<file path="src/pkg/obse_pkg.sv">
// Package for the output bank source and driver enable block
package obse_pkg;
  // ****************************************
  // Geometry and register map
  // ****************************************
  localparam int NUM_BANKS = 7;
  localparam logic [7:0] BANK_CFG_BASE = 8'h00; // Bank n at base + n
  localparam logic [7:0] DRV_EN_BASE = 8'h08; // Driver n at base + n
  localparam logic [7:0] BYPASS_CFG_ADDR = 8'h10;
  localparam logic [7:0] BYPASS_CFG_MASK = 8'h0F;
  localparam logic [7:0] BANK_CFG_MASK = 8'h3F;
  localparam logic [7:0] BANK_CFG_NOFAN_MASK = 8'h27;
  localparam logic [7:0] DRV_EN_MASK = 8'hC1;
  // ****************************************
  // Field positions and reset values
  // ****************************************
  localparam int BANK_POWER_DOWN_BIT = 5;
  localparam int FAN_LSB = 3;
  localparam int SRC_LSB = 0;
  localparam int DRV_PD_BIT = 7;
  localparam int DRV_MODE_BIT = 6;
  localparam int DRV_DIS_BIT = 0;
  localparam int BYP_G0_BIT = 0;
  localparam int BYP_S0_BIT = 1;
  localparam int BYP_G1_BIT = 2;
  localparam int BYP_S1_BIT = 3;
  localparam logic [7:0] BANK_CFG_RESET = 8'h05;
  localparam logic [7:0] DRV_EN_RESET = 8'h00;
  localparam logic [7:0] BYPASS_RESET = 8'h00;
  localparam int FANOUT_FIRST_BANK = 4;
  // ****************************************
  // Codes
  // ****************************************
  localparam logic [1:0] FAN_NORMAL = 2'h0;
  localparam logic [1:0] FAN_INPUT0 = 2'h1;
  localparam logic [1:0] FAN_INPUT1 = 2'h2;
  localparam logic [2:0] SRC_INT0_DIV1 = 3'h0;
  localparam logic [2:0] SRC_INT1_REF = 3'h1;
  localparam logic [2:0] SRC_INT2 = 3'h2;
  localparam logic [2:0] SRC_INT3 = 3'h3;
  localparam logic [2:0] SRC_FRAC0 = 3'h4;
  localparam logic [2:0] SRC_FRAC1 = 3'h5;
  localparam logic [2:0] SRC_FRAC2 = 3'h6;
  localparam logic [2:0] SRC_DIV0 = 3'h7;
  // ****************************************
  // Carriers
  // ****************************************
  typedef struct packed {
    logic [3:0] integer_divider;
    logic [2:0] fractional_divider;
    logic clock_input_0;
    logic clock_input_1;
    logic divided_input_0;
    logic divided_input_1;
    logic reference_divided;
  } obse_sources_t;
  typedef struct packed {
    logic wr;
    logic rd;
    logic [7:0] addr;
    logic [7:0] wdata;
  } obse_req_t;
endpackage : obse_pkg

</file>
<file path="src/hw/obse_top.sv">
// Output bank source selection and per-driver enable logic
// What this block does
// - Bank power-down field 1 powers the bank down; 0 keeps it up.
// - Fan-out mode selection exists only on banks 4, 5 and 6.
// - Bank fan-out mode works only with the device-level bypass enabled.
// - Fan-out mode 0 runs the bank from its source-select field.
// - Fan-out mode 1 takes clock input 0 when its select bit is 1.
// - Fan-out mode 2 takes clock input 1 when its select bit is 1.
// - Codes 0 to 3 pick integer dividers, divided input 1 or reference.
// - Codes 4 to 7 pick fractional dividers or divided input 0.
// - Codes not valid for a bank are reserved for that bank.
// - Source-select field resets to 5, fractional divider 1.
// - Driver power-down bit 1 powers the driver down; 0 keeps it up.
// - Enable mode 0 switches the driver glitchlessly on a falling edge of the bank clock.
// - Enable mode 1 switches the driver at once, glitches possible.
module obse_top #(
  parameter int BANKS = obse_pkg::NUM_BANKS
) (
  // Clock and reset
  input wire logic clk,
  input wire logic reset_n,
  // Register port
  input wire obse_pkg::obse_req_t req,
  output logic [7:0] rd_data_q,
  // Source clocks, sampled as levels
  input wire obse_pkg::obse_sources_t sources,
  // Bank and driver outputs
  output logic [BANKS-1:0] bank_clk_q,
  output logic [BANKS-1:0] bank_power_down_q,
  output logic [BANKS-1:0] driver_power_down_q,
  output logic [BANKS-1:0] driver_out_q,
  output logic [BANKS-1:0] bank_reserved_q
);
  import obse_pkg::*;

  if (BANKS != NUM_BANKS) begin : g_bad_banks
    $error("obse_top serves exactly seven banks");
  end

  // ****************************************
  // Functions
  // ****************************************
  // Validity of a source code on a bank
  function automatic logic src_valid(input int bank, input logic [2:0] code);
    logic ok;
    ok = 1'b0;
    case (code)
      SRC_INT0_DIV1: ok = (bank <= 1) || (bank >= 4);
      SRC_INT1_REF: ok = (bank <= 2) || (bank == 5);
      SRC_INT2: ok = (bank >= 4);
      SRC_INT3: ok = (bank >= 5);
      SRC_FRAC0: ok = (bank <= 3);
      SRC_FRAC1: ok = 1'b1;
      SRC_FRAC2: ok = (bank >= 3);
      SRC_DIV0: ok = (bank >= 4);
      default: ok = 1'b0;
    endcase
    return ok;
  endfunction

  // Clock level selected by a source code on a bank
  function automatic logic src_level(input int bank, input logic [2:0] code, input obse_sources_t s);
    logic lvl;
    lvl = 1'b0;
    case (code)
      SRC_INT0_DIV1: lvl = (bank <= 1) ? s.integer_divider[0] : s.divided_input_1;
      SRC_INT1_REF: lvl = (bank <= 2) ? s.integer_divider[1] : s.reference_divided;
      SRC_INT2: lvl = s.integer_divider[2];
      SRC_INT3: lvl = s.integer_divider[3];
      SRC_FRAC0: lvl = s.fractional_divider[0];
      SRC_FRAC1: lvl = s.fractional_divider[1];
      SRC_FRAC2: lvl = s.fractional_divider[2];
      SRC_DIV0: lvl = s.divided_input_0;
      default: lvl = 1'b0;
    endcase
    return lvl;
  endfunction

  // ****************************************
  // Register file
  // ****************************************
  logic [7:0] bank_cfg_q [BANKS];
  logic [7:0] bank_cfg_d [BANKS];
  logic [7:0] drv_en_q [BANKS];
  logic [7:0] drv_en_d [BANKS];
  logic [7:0] bypass_q;
  logic [7:0] bypass_d;
  logic [7:0] rd_data_d;

  // Writes and read mux
  always_comb begin
    bypass_d = bypass_q;
    rd_data_d = 8'h00;
    for (int b = 0; b < BANKS; b++) begin
      bank_cfg_d[b] = bank_cfg_q[b];
      drv_en_d[b] = drv_en_q[b];
      if (req.wr && req.addr == BANK_CFG_BASE + 8'(b)) begin
        // Reserved bits and fan-out field on low banks stay zero
        bank_cfg_d[b] = req.wdata & ((b >= FANOUT_FIRST_BANK) ? BANK_CFG_MASK : BANK_CFG_NOFAN_MASK);
      end
      if (req.wr && req.addr == DRV_EN_BASE + 8'(b)) begin
        drv_en_d[b] = req.wdata & DRV_EN_MASK;
      end
      if (req.rd && req.addr == BANK_CFG_BASE + 8'(b)) begin
        rd_data_d = bank_cfg_q[b];
      end
      if (req.rd && req.addr == DRV_EN_BASE + 8'(b)) begin
        rd_data_d = drv_en_q[b];
      end
    end
    if (req.wr && req.addr == BYPASS_CFG_ADDR) begin
      bypass_d = req.wdata & BYPASS_CFG_MASK;
    end
    if (req.rd && req.addr == BYPASS_CFG_ADDR) begin
      rd_data_d = bypass_q;
    end
  end

  // Register storage
  always_ff @(posedge clk) begin
    if (!reset_n) begin
      for (int b = 0; b < BANKS; b++) begin
        bank_cfg_q[b] <= BANK_CFG_RESET;
        drv_en_q[b] <= DRV_EN_RESET;
      end
      bypass_q <= BYPASS_RESET;
      rd_data_q <= 8'h00;
    end else begin
      for (int b = 0; b < BANKS; b++) begin
        bank_cfg_q[b] <= bank_cfg_d[b];
        drv_en_q[b] <= drv_en_d[b];
      end
      bypass_q <= bypass_d;
      rd_data_q <= rd_data_d;
    end
  end

  // ****************************************
  // Source selection and driver gating
  // ****************************************
  logic [BANKS-1:0] bank_clk_d;
  logic [BANKS-1:0] bank_reserved_d;
  logic [BANKS-1:0] gate_q;
  logic [BANKS-1:0] gate_d;
  logic [BANKS-1:0] driver_out_d;
  logic [BANKS-1:0] bank_power_down_d;
  logic [BANKS-1:0] driver_power_down_d;
  logic [BANKS-1:0] bypass0_act;
  logic [BANKS-1:0] bypass1_act;

  // Per-bank clock pick and enable gate
  always_comb begin
    for (int b = 0; b < BANKS; b++) begin
      logic [1:0] fan;
      logic [2:0] code;
      logic want;
      fan = bank_cfg_q[b][FAN_LSB +: 2];
      code = bank_cfg_q[b][SRC_LSB +: 3];
      want = ~drv_en_q[b][DRV_DIS_BIT];
      bypass0_act[b] = (fan == FAN_INPUT0) && bypass_q[BYP_G0_BIT] && bypass_q[BYP_S0_BIT];
      bypass1_act[b] = (fan == FAN_INPUT1) && bypass_q[BYP_G1_BIT] && bypass_q[BYP_S1_BIT];
      bank_reserved_d[b] = 1'b0;
      if (bypass0_act[b]) begin
        bank_clk_d[b] = sources.clock_input_0;
      end else if (bypass1_act[b]) begin
        bank_clk_d[b] = sources.clock_input_1;
      end else begin
        // Reserved codes hold the bank clock low
        bank_reserved_d[b] = ~src_valid(b, code);
        bank_clk_d[b] = src_level(b, code, sources) & ~bank_reserved_d[b];
      end
      bank_power_down_d[b] = bank_cfg_q[b][BANK_POWER_DOWN_BIT];
      driver_power_down_d[b] = drv_en_q[b][DRV_PD_BIT];
      if (drv_en_q[b][DRV_MODE_BIT]) begin
        gate_d[b] = want;
      end else if (bank_clk_q[b] && !bank_clk_d[b]) begin
        gate_d[b] = want;
      end else begin
        gate_d[b] = gate_q[b];
      end
      driver_out_d[b] = bank_clk_d[b] & gate_d[b] & ~bank_power_down_d[b] & ~driver_power_down_d[b];
    end
  end

  // Output flops
  always_ff @(posedge clk) begin
    if (!reset_n) begin
      bank_clk_q <= '0;
      bank_reserved_q <= '0;
      gate_q <= '0;
      driver_out_q <= '0;
      bank_power_down_q <= '0;
      driver_power_down_q <= '0;
    end else begin
      bank_clk_q <= bank_clk_d;
      bank_reserved_q <= bank_reserved_d;
      gate_q <= gate_d;
      driver_out_q <= driver_out_d;
      bank_power_down_q <= bank_power_down_d;
      driver_power_down_q <= driver_power_down_d;
    end
  end
endmodule // obse_top

</file>
<file path="config.mk">
export PLATFORM = sky130hd
export DESIGN_NAME = obse_top
export DESIGN_NICKNAME = d
export VERILOG_FILES = /design/src/pkg/obse_pkg.sv /design/src/hw/obse_top.sv
export SDC_FILE = /design/constraint.sdc
export NUM_CORES = 1
export LEC_CHECK = 0
export BUFFER_PORTS_ARGS = -buffer_cell sky130_fd_sc_hd__buf_2
export CAP_MARGIN = 20
export CORE_MARGIN = 10
export CORE_UTILIZATION = 40
export CTS_CLUSTER_DIAMETER = 80
export DETAILED_ROUTE_END_ITERATION = 8
export GPL_TIMING_DRIVEN = 0
export PLACE_DENSITY = 0.62
export SLEW_MARGIN = 20
export SYNTH_ARGS = -nofsm -noshare
export SYNTH_HDL_FRONTEND = slang
export SYNTH_SLANG_ARGS = --single-unit
</file>
<file path="constraint.sdc">
create_clock -name clk -period 3.1 [get_ports clk]
set_clock_uncertainty 0.1 [all_clocks]
set_input_delay 0.62 -clock clk [delete_from_list [all_inputs] [get_ports clk]]
set_output_delay 0.62 -clock clk [all_outputs]
set_load 0.03 [all_outputs]
</file>
==> flow_summary.ini, run 1 <==
[layout]
drive_above_1_share_pct = 16.7
diodes = 0
final_core_util_pct = 47.9
final_area_um2 = 5750
n_fill_cell = 1194
final_nets = 668
seq_area_um2 = 2180
multi_input_area_um2 = 2540
syn_to_final_growth_pct = 17.1

[clock_network]
post_cts_buffers = 0
root_buffer = clkbuf_16
clk_pin_slew_ns = 0.07
hold_buffers = 0
cts_resized = 0
h-tree-depth = 3
clock_sink_count = 109
clockBufferDepth = 2
cts_tree = yes
cts_made_buffers = 9
worst_skew_pair.late_latency_ns = 0.36

[yosys]
synth-xor-area-share_pct = 0.178
synth_top_cell_by_area = dfxtp_1
syn_area_per_cell_um2 = 8.83
async_reset_ff_share_pct = 0
synth.area.top_cells = dfxtp_1 44%, mux2i_1 9.4%, nand3_1 5.6%, nand2_1 5.4%, a21oi_1 4.0%
yosysWarnings = 0
yosysUniqueCellTypes = 55
netlist.area_leader.share_pct = 44.4
synth_fa_ha_area_share_pct = 0
synth-simple-area-share_pct = 26.2
synthCells = 556
synth_top_family_by_area = simple AND/OR/NAND/NOR gates
synth.area.mux_share_pct = 14.2
ys_ff_latch = 109
ys.flop_type = dfxtp_1
synth-edff-count = 0
synth_compound_area_share_pct = 11.1
synth.most_common_cell = dfxtp_1
synthesis.nets = 588
synth_commonest_cells = 109 x dfxtp_1, 70 x nand2_1, 55 x nand3_1
ys_seq_area_share_pct = 44.4
syn_area_um2 = 4910

[worst_setup_path]
critical_path_class = primary input to flop
cp_num_buf_inv = 2
cpMaxStageDelayCell = or4_1
cp.required_ns = 3.21
path_cells = buf_2 > or4_1 > nor3_1 > clkbuf_1 > nand2_1 > nand2_1 > nand3_1
crit_top_cell = nand2_1
cp-start-kind = primary input
worstSetupEndpointType = flop
cpPeakStageDelay_ns = 0.55
cp_data_arrival_time_ns = 2.65
critPathMaxFanout = 10
cp_top_family = simple AND/OR/NAND/NOR gates

[die]
fp.coreArea_um2 = 12000
initial_core_util_pct = 40.9
die_w_um = 131
ios = 75
die-area_um2 = 17100
rows = 40
die_h_um = 131

[grt]
grt_overflow_total = 0
antenna_found_initial = 0
grt_max_degree = 18
grt_usage_pct = 19.3
grt_pass1_wl_um = 25100
grt_pass1_vias = 4402

[detailed_routing]
routed-via-count = 4548
initialDrtViolationCount = 467
ant_nets = 0
drt_wl_total_um = 16300
firstDrtPassIters = 6
via_per_inst = 5.77
drc = 0
wire_per_inst_um = 20.7

[sta]
setup-tns-final_ns = 0
rsz0062_at_grt = false
final-hold-violation-count = 0
finalCritPeriodShare_pct = 82.1
min_period_ns = 2.54
slew_viol_final = 0
fmax_mhz = 393
hold_ws_ns = 0.385
relSlewSlack_pct = 44.1
worstMarginPinSlew_ns = 0.838
finalSetupViolCount = 0

[place]
port-buffer-count = 69
gp_congestion = 0.915
hpwl_um = 12100
placed_area_um2 = 5440

[power_and_ir_drop]
ir_drop_v = 0.000216
p_leak_nw = 2.42
power.density_nw_per_um2 = 496
total_power_mw = 2.85

[worst_hold_path]
hp-class = flop to flop

[run]
cap_violations = 0

[run_status]
status = complete, no violations
cell usage in the layout, fill, tap and decap left out, types with 7 or more instances in the layout:
master     synthesis  routed
and2_1            19      19
o21ai_0           13      13
nor3_1            10      10
mux4_2             8       8
nor2_1            40      40
nand2_1           70      70
dfxtp_1          109     109
and3_1             8       8
mux2i_1           46      46
clkbuf_16          0       9
inv_1             12      12
buf_2              4      73
nand3_1           55      55
nand2b_1           7       7
clkbuf_1          30      30
a21oi_1           39      39
worst paths after layout:
check                    from  cells past startpoint                to  slack, ns
min                 gate_q[4]                      2         gate_q[4]       0.38
max reg2reg  bank_cfg_q[5][1]                      6   driver_out_q[5]       0.94
min reg2reg         gate_q[4]                      2         gate_q[4]       0.38
max                   req[11]                      7  bank_cfg_q[1][0]       0.56
report_power, final:
| part | internal (mW) | switching, mW | leakage, nW |
|---|---|---|---|
| logic | 0.0670 | 0.157 | 1.38 |
| registers | 1.41 | 0.00669 | 0.882 |
| clock network | 0.671 | 0.536 | 0.152 |
kinds of logic after synthesis:
group,Yosys count
buffers and inverters,49
AOI/OAI and AO/OA,87
muxes,59
DFF,109
xor gates and xnor gates,1
and+or+nand+nor,251
registers in the layout, indices dropped and copies added, names as in the netlist:
signal               count
bypass_q                 4
gate_q                   7
bank_power_down_q        7
bank_cfg_q              34
bank_clk_q               7
rd_data_q                8
driver_out_q             7
driver_power_down_q      7
drv_en_q                21
bank_reserved_q          7
layer usage:
layer	vias to the layer above	routed length (um)	global-route usage [%]
met4	0	396	8.57
met5	-	0	0
met3	26	1000	3.38
li1	2140	-	-
met1	2218	7250	25.3
met2	164	7690	30.6
area by class of cell:
class	instances	area share [%]
Sequential cell	109	38.0
Buffer	37	2.50
Multi-Input combinational cell	398	44.2
Tap cell	147	3.20
Clock inverter	5	0.980
Timing Repair Buffer	69	6.01
Inverter	12	0.784
Clock buffer	11	4.40
per-stage QoR:
step / cells / setup WS (ns)
global placement: 772 / 0.292
global route: 788 / 0.427
detailed placement: 772 / 0.279
finish: 788 / 0.556
floorplan: 556 / 0.764
CTS: 788 / 0.640
tightest hold or removal path: cells and delay by family (launching register included):
kind | cells | cell delay (ns)
muxes | 1 | 0.07
DFF | 1 | 0.30
and+or+nand+nor | 1 | 0.07
Power figures use the tool's default switching activity.
==> inputs of run 2 (changes only) <==
==> constraint.sdc (replaced) <==
create_clock -name clk -period 2.4 [get_ports clk]
set_clock_uncertainty 0.1 [all_clocks]
set_input_delay 0.48 -clock clk [delete_from_list [all_inputs] [get_ports clk]]
set_output_delay 0.48 -clock clk [all_outputs]
set_load 0.03 [all_outputs]
==> run 2 against run 1 <==
Compared with the run above: sequential share of layout area shrank 0.15 points; routed wire length down 0.34%; cell area up 0.39%; total power up 29%; largest power group unchanged; non-clock buffer count did not move; critical endpoint is now rd_data_q[0]; critical path type unchanged; via count about the same.
==> flow_summary.ini, run 2 (same netlist as run 1, synthesis figures left out) <==
[clock_network]
clk_pin_slew_ns = 0.07
clockBufferDepth = 2
post_cts_buffers = 0
cts_tree = yes
clock_sink_count = 109
h-tree-depth = 3
root_buffer = clkbuf_16
cts_made_buffers = 9
worst_skew_pair.late_latency_ns = 0.36

[worst_setup_path]
reg2reg_slack_ns = 0.27
critPathMaxFanout = 7
cp-start-kind = primary input
cp.required_ns = 2.56
critical_path_class = primary input to flop
crit_path_start = req[11]
r2r-start = bank_cfg_q[5][1]
cp_data_arrival_time_ns = 2.44
worstSetupEndpointType = flop

[sta]
min_period_ns = 2.28
finalSetupViolCount = 0
hold_ws_ns = 0.319
slew_viol_final = 0
fmax_mhz = 438
relSlewSlack_pct = 45.0
finalCritPeriodShare_pct = 95.2
rsz0062_at_grt = false
worstMarginPinSlew_ns = 0.825
final-hold-violation-count = 0

[detailed_routing]
drc = 0
wire_per_inst_um = 20.7
initialDrtViolationCount = 446
firstDrtPassIters = 5
ant_nets = 0
drt_wl_total_um = 16300
via_per_inst = 5.77
routed-via-count = 4544

[die]
rows = 40
die-area_um2 = 17100
fp.coreArea_um2 = 12000
die_h_um = 131
die_w_um = 131
ios = 75
initial_core_util_pct = 40.9

[power_and_ir_drop]
intPower_mw = 2.78
comb_power_share_pct = 7.9
ir_drop_v = 0.000279
power.density_nw_per_um2 = 639
p_sw_mw = 0.905
clkPwrFrac_pct = 42.3
total_power_mw = 3.69
p_leak_nw = 2.43
power_frac_seq_pct = 49.8
swShare_pct = 24.6

[layout]
layout_common_cells = 109 x dfxtp_1, 73 x buf_2, 70 x nand2_1
final_nets = 668
diodes = 0
largest_register_ffs = 34
final_core_util_pct = 48.0
drive_above_1_share_pct = 17.3
final_common_cell = dfxtp_1
max_flop_register = bank_cfg_q
syn_to_final_growth_pct = 17.5
top_regs = bank_cfg_q: 34 flops, drv_en_q: 21 flops, rd_data_q: 8 flops

[grt]
grt_max_degree = 18
grt_overflow_total = 0
grt_pass1_vias = 4402
grt_pass1_wl_um = 25100
antenna_found_initial = 0
grt_usage_pct = 19.3

[worst_hold_path]
hp-class = primary input to flop
worstHoldStart = req[3]

[place]
gp_congestion = 0.915
hpwl_um = 12100
port-buffer-count = 69

[run_status]
status = complete, no violations

[run]
cap_violations = 0
-- run 2: cell types whose count changed in the layout (fill, tap and decap cells not counted) --
| cell | before | now |
|---|---|---|
| buf_1 | 3 | 2 |
| nor4_4 | 0 | 1 |
| clkbuf_2 | 0 | 2 |
| nor4_1 | 5 | 4 |
| clkbuf_1 | 30 | 29 |
| nand3_2 | 0 | 1 |
| nand3_1 | 55 | 54 |
-- run 2: critical path, stage by stage --
cell,delay [ns]
buf_2,0.16
or4_1,0.56
nor3b_2,0.49
and3_1,0.22
buf_2,0.19
a311oi_1,0.08
a221oi_2,0.27
-- run 2: power by group through the flow --
stage                     clock (mW)  sequential [mW]  combinational, mW
after floorplan                    0             1.90              0.137
after global placement             0             1.88              0.280
after detailed placement           0             1.88              0.284
after CTS                       1.57             1.84              0.285
after global routing            1.64             1.84              0.311
final                           1.56             1.84              0.291
-- run 2: area by class of cell --
cell class,instances,area [um^2]
plain buffers,37,146
clock buffers,11,253
clock inverters,5,56.3
fillers,1195,6240
inverters,12,45.0
multi-input cells,398,2560
flip-flops and latches,109,2180
well taps,147,184
repair buffers,69,345
-- run 2: metrics by stage --
step           std cells  TNS [ns]  setup slack, ns  area, um^2
4_1_cts              788         0           0.0804        5750
5_1_grt              788         0           0.0294        5770
3_3_place_gp         772     -7.84           -0.268        5440
3_5_place_dp         772     -8.17           -0.281        5440
2_1_floorplan        556         0            0.204        4910
6_report             788         0            0.115        5770
-- run 2: final timing paths --
check / endpoint / depth (start not counted)
worst max-delay path: rd_data_q[0] / 7
worst max register to register: driver_out_q[5] / 6
worst min-delay path: bank_cfg_q[4][3] / 3
worst min register to register: gate_q[4] / 2
-- run 2: metal layers --
metal | routed length (um) | vias to the layer above | GRT usage, %
met5 | 0 | - | 0
met4 | 417 | 0 | 8.57
met3 | 1140 | 28 | 3.38
met2 | 7700 | 171 | 30.6
met1 | 7020 | 2203 | 25.3
li1 | - | 2142 | -
-- run 2: repair_timing --
item,in CTS,in global routing
endpoints found under the setup margin,0,21
resized for setup,0,6
hold buffers,0,0
endpoints found under the hold margin,0,0
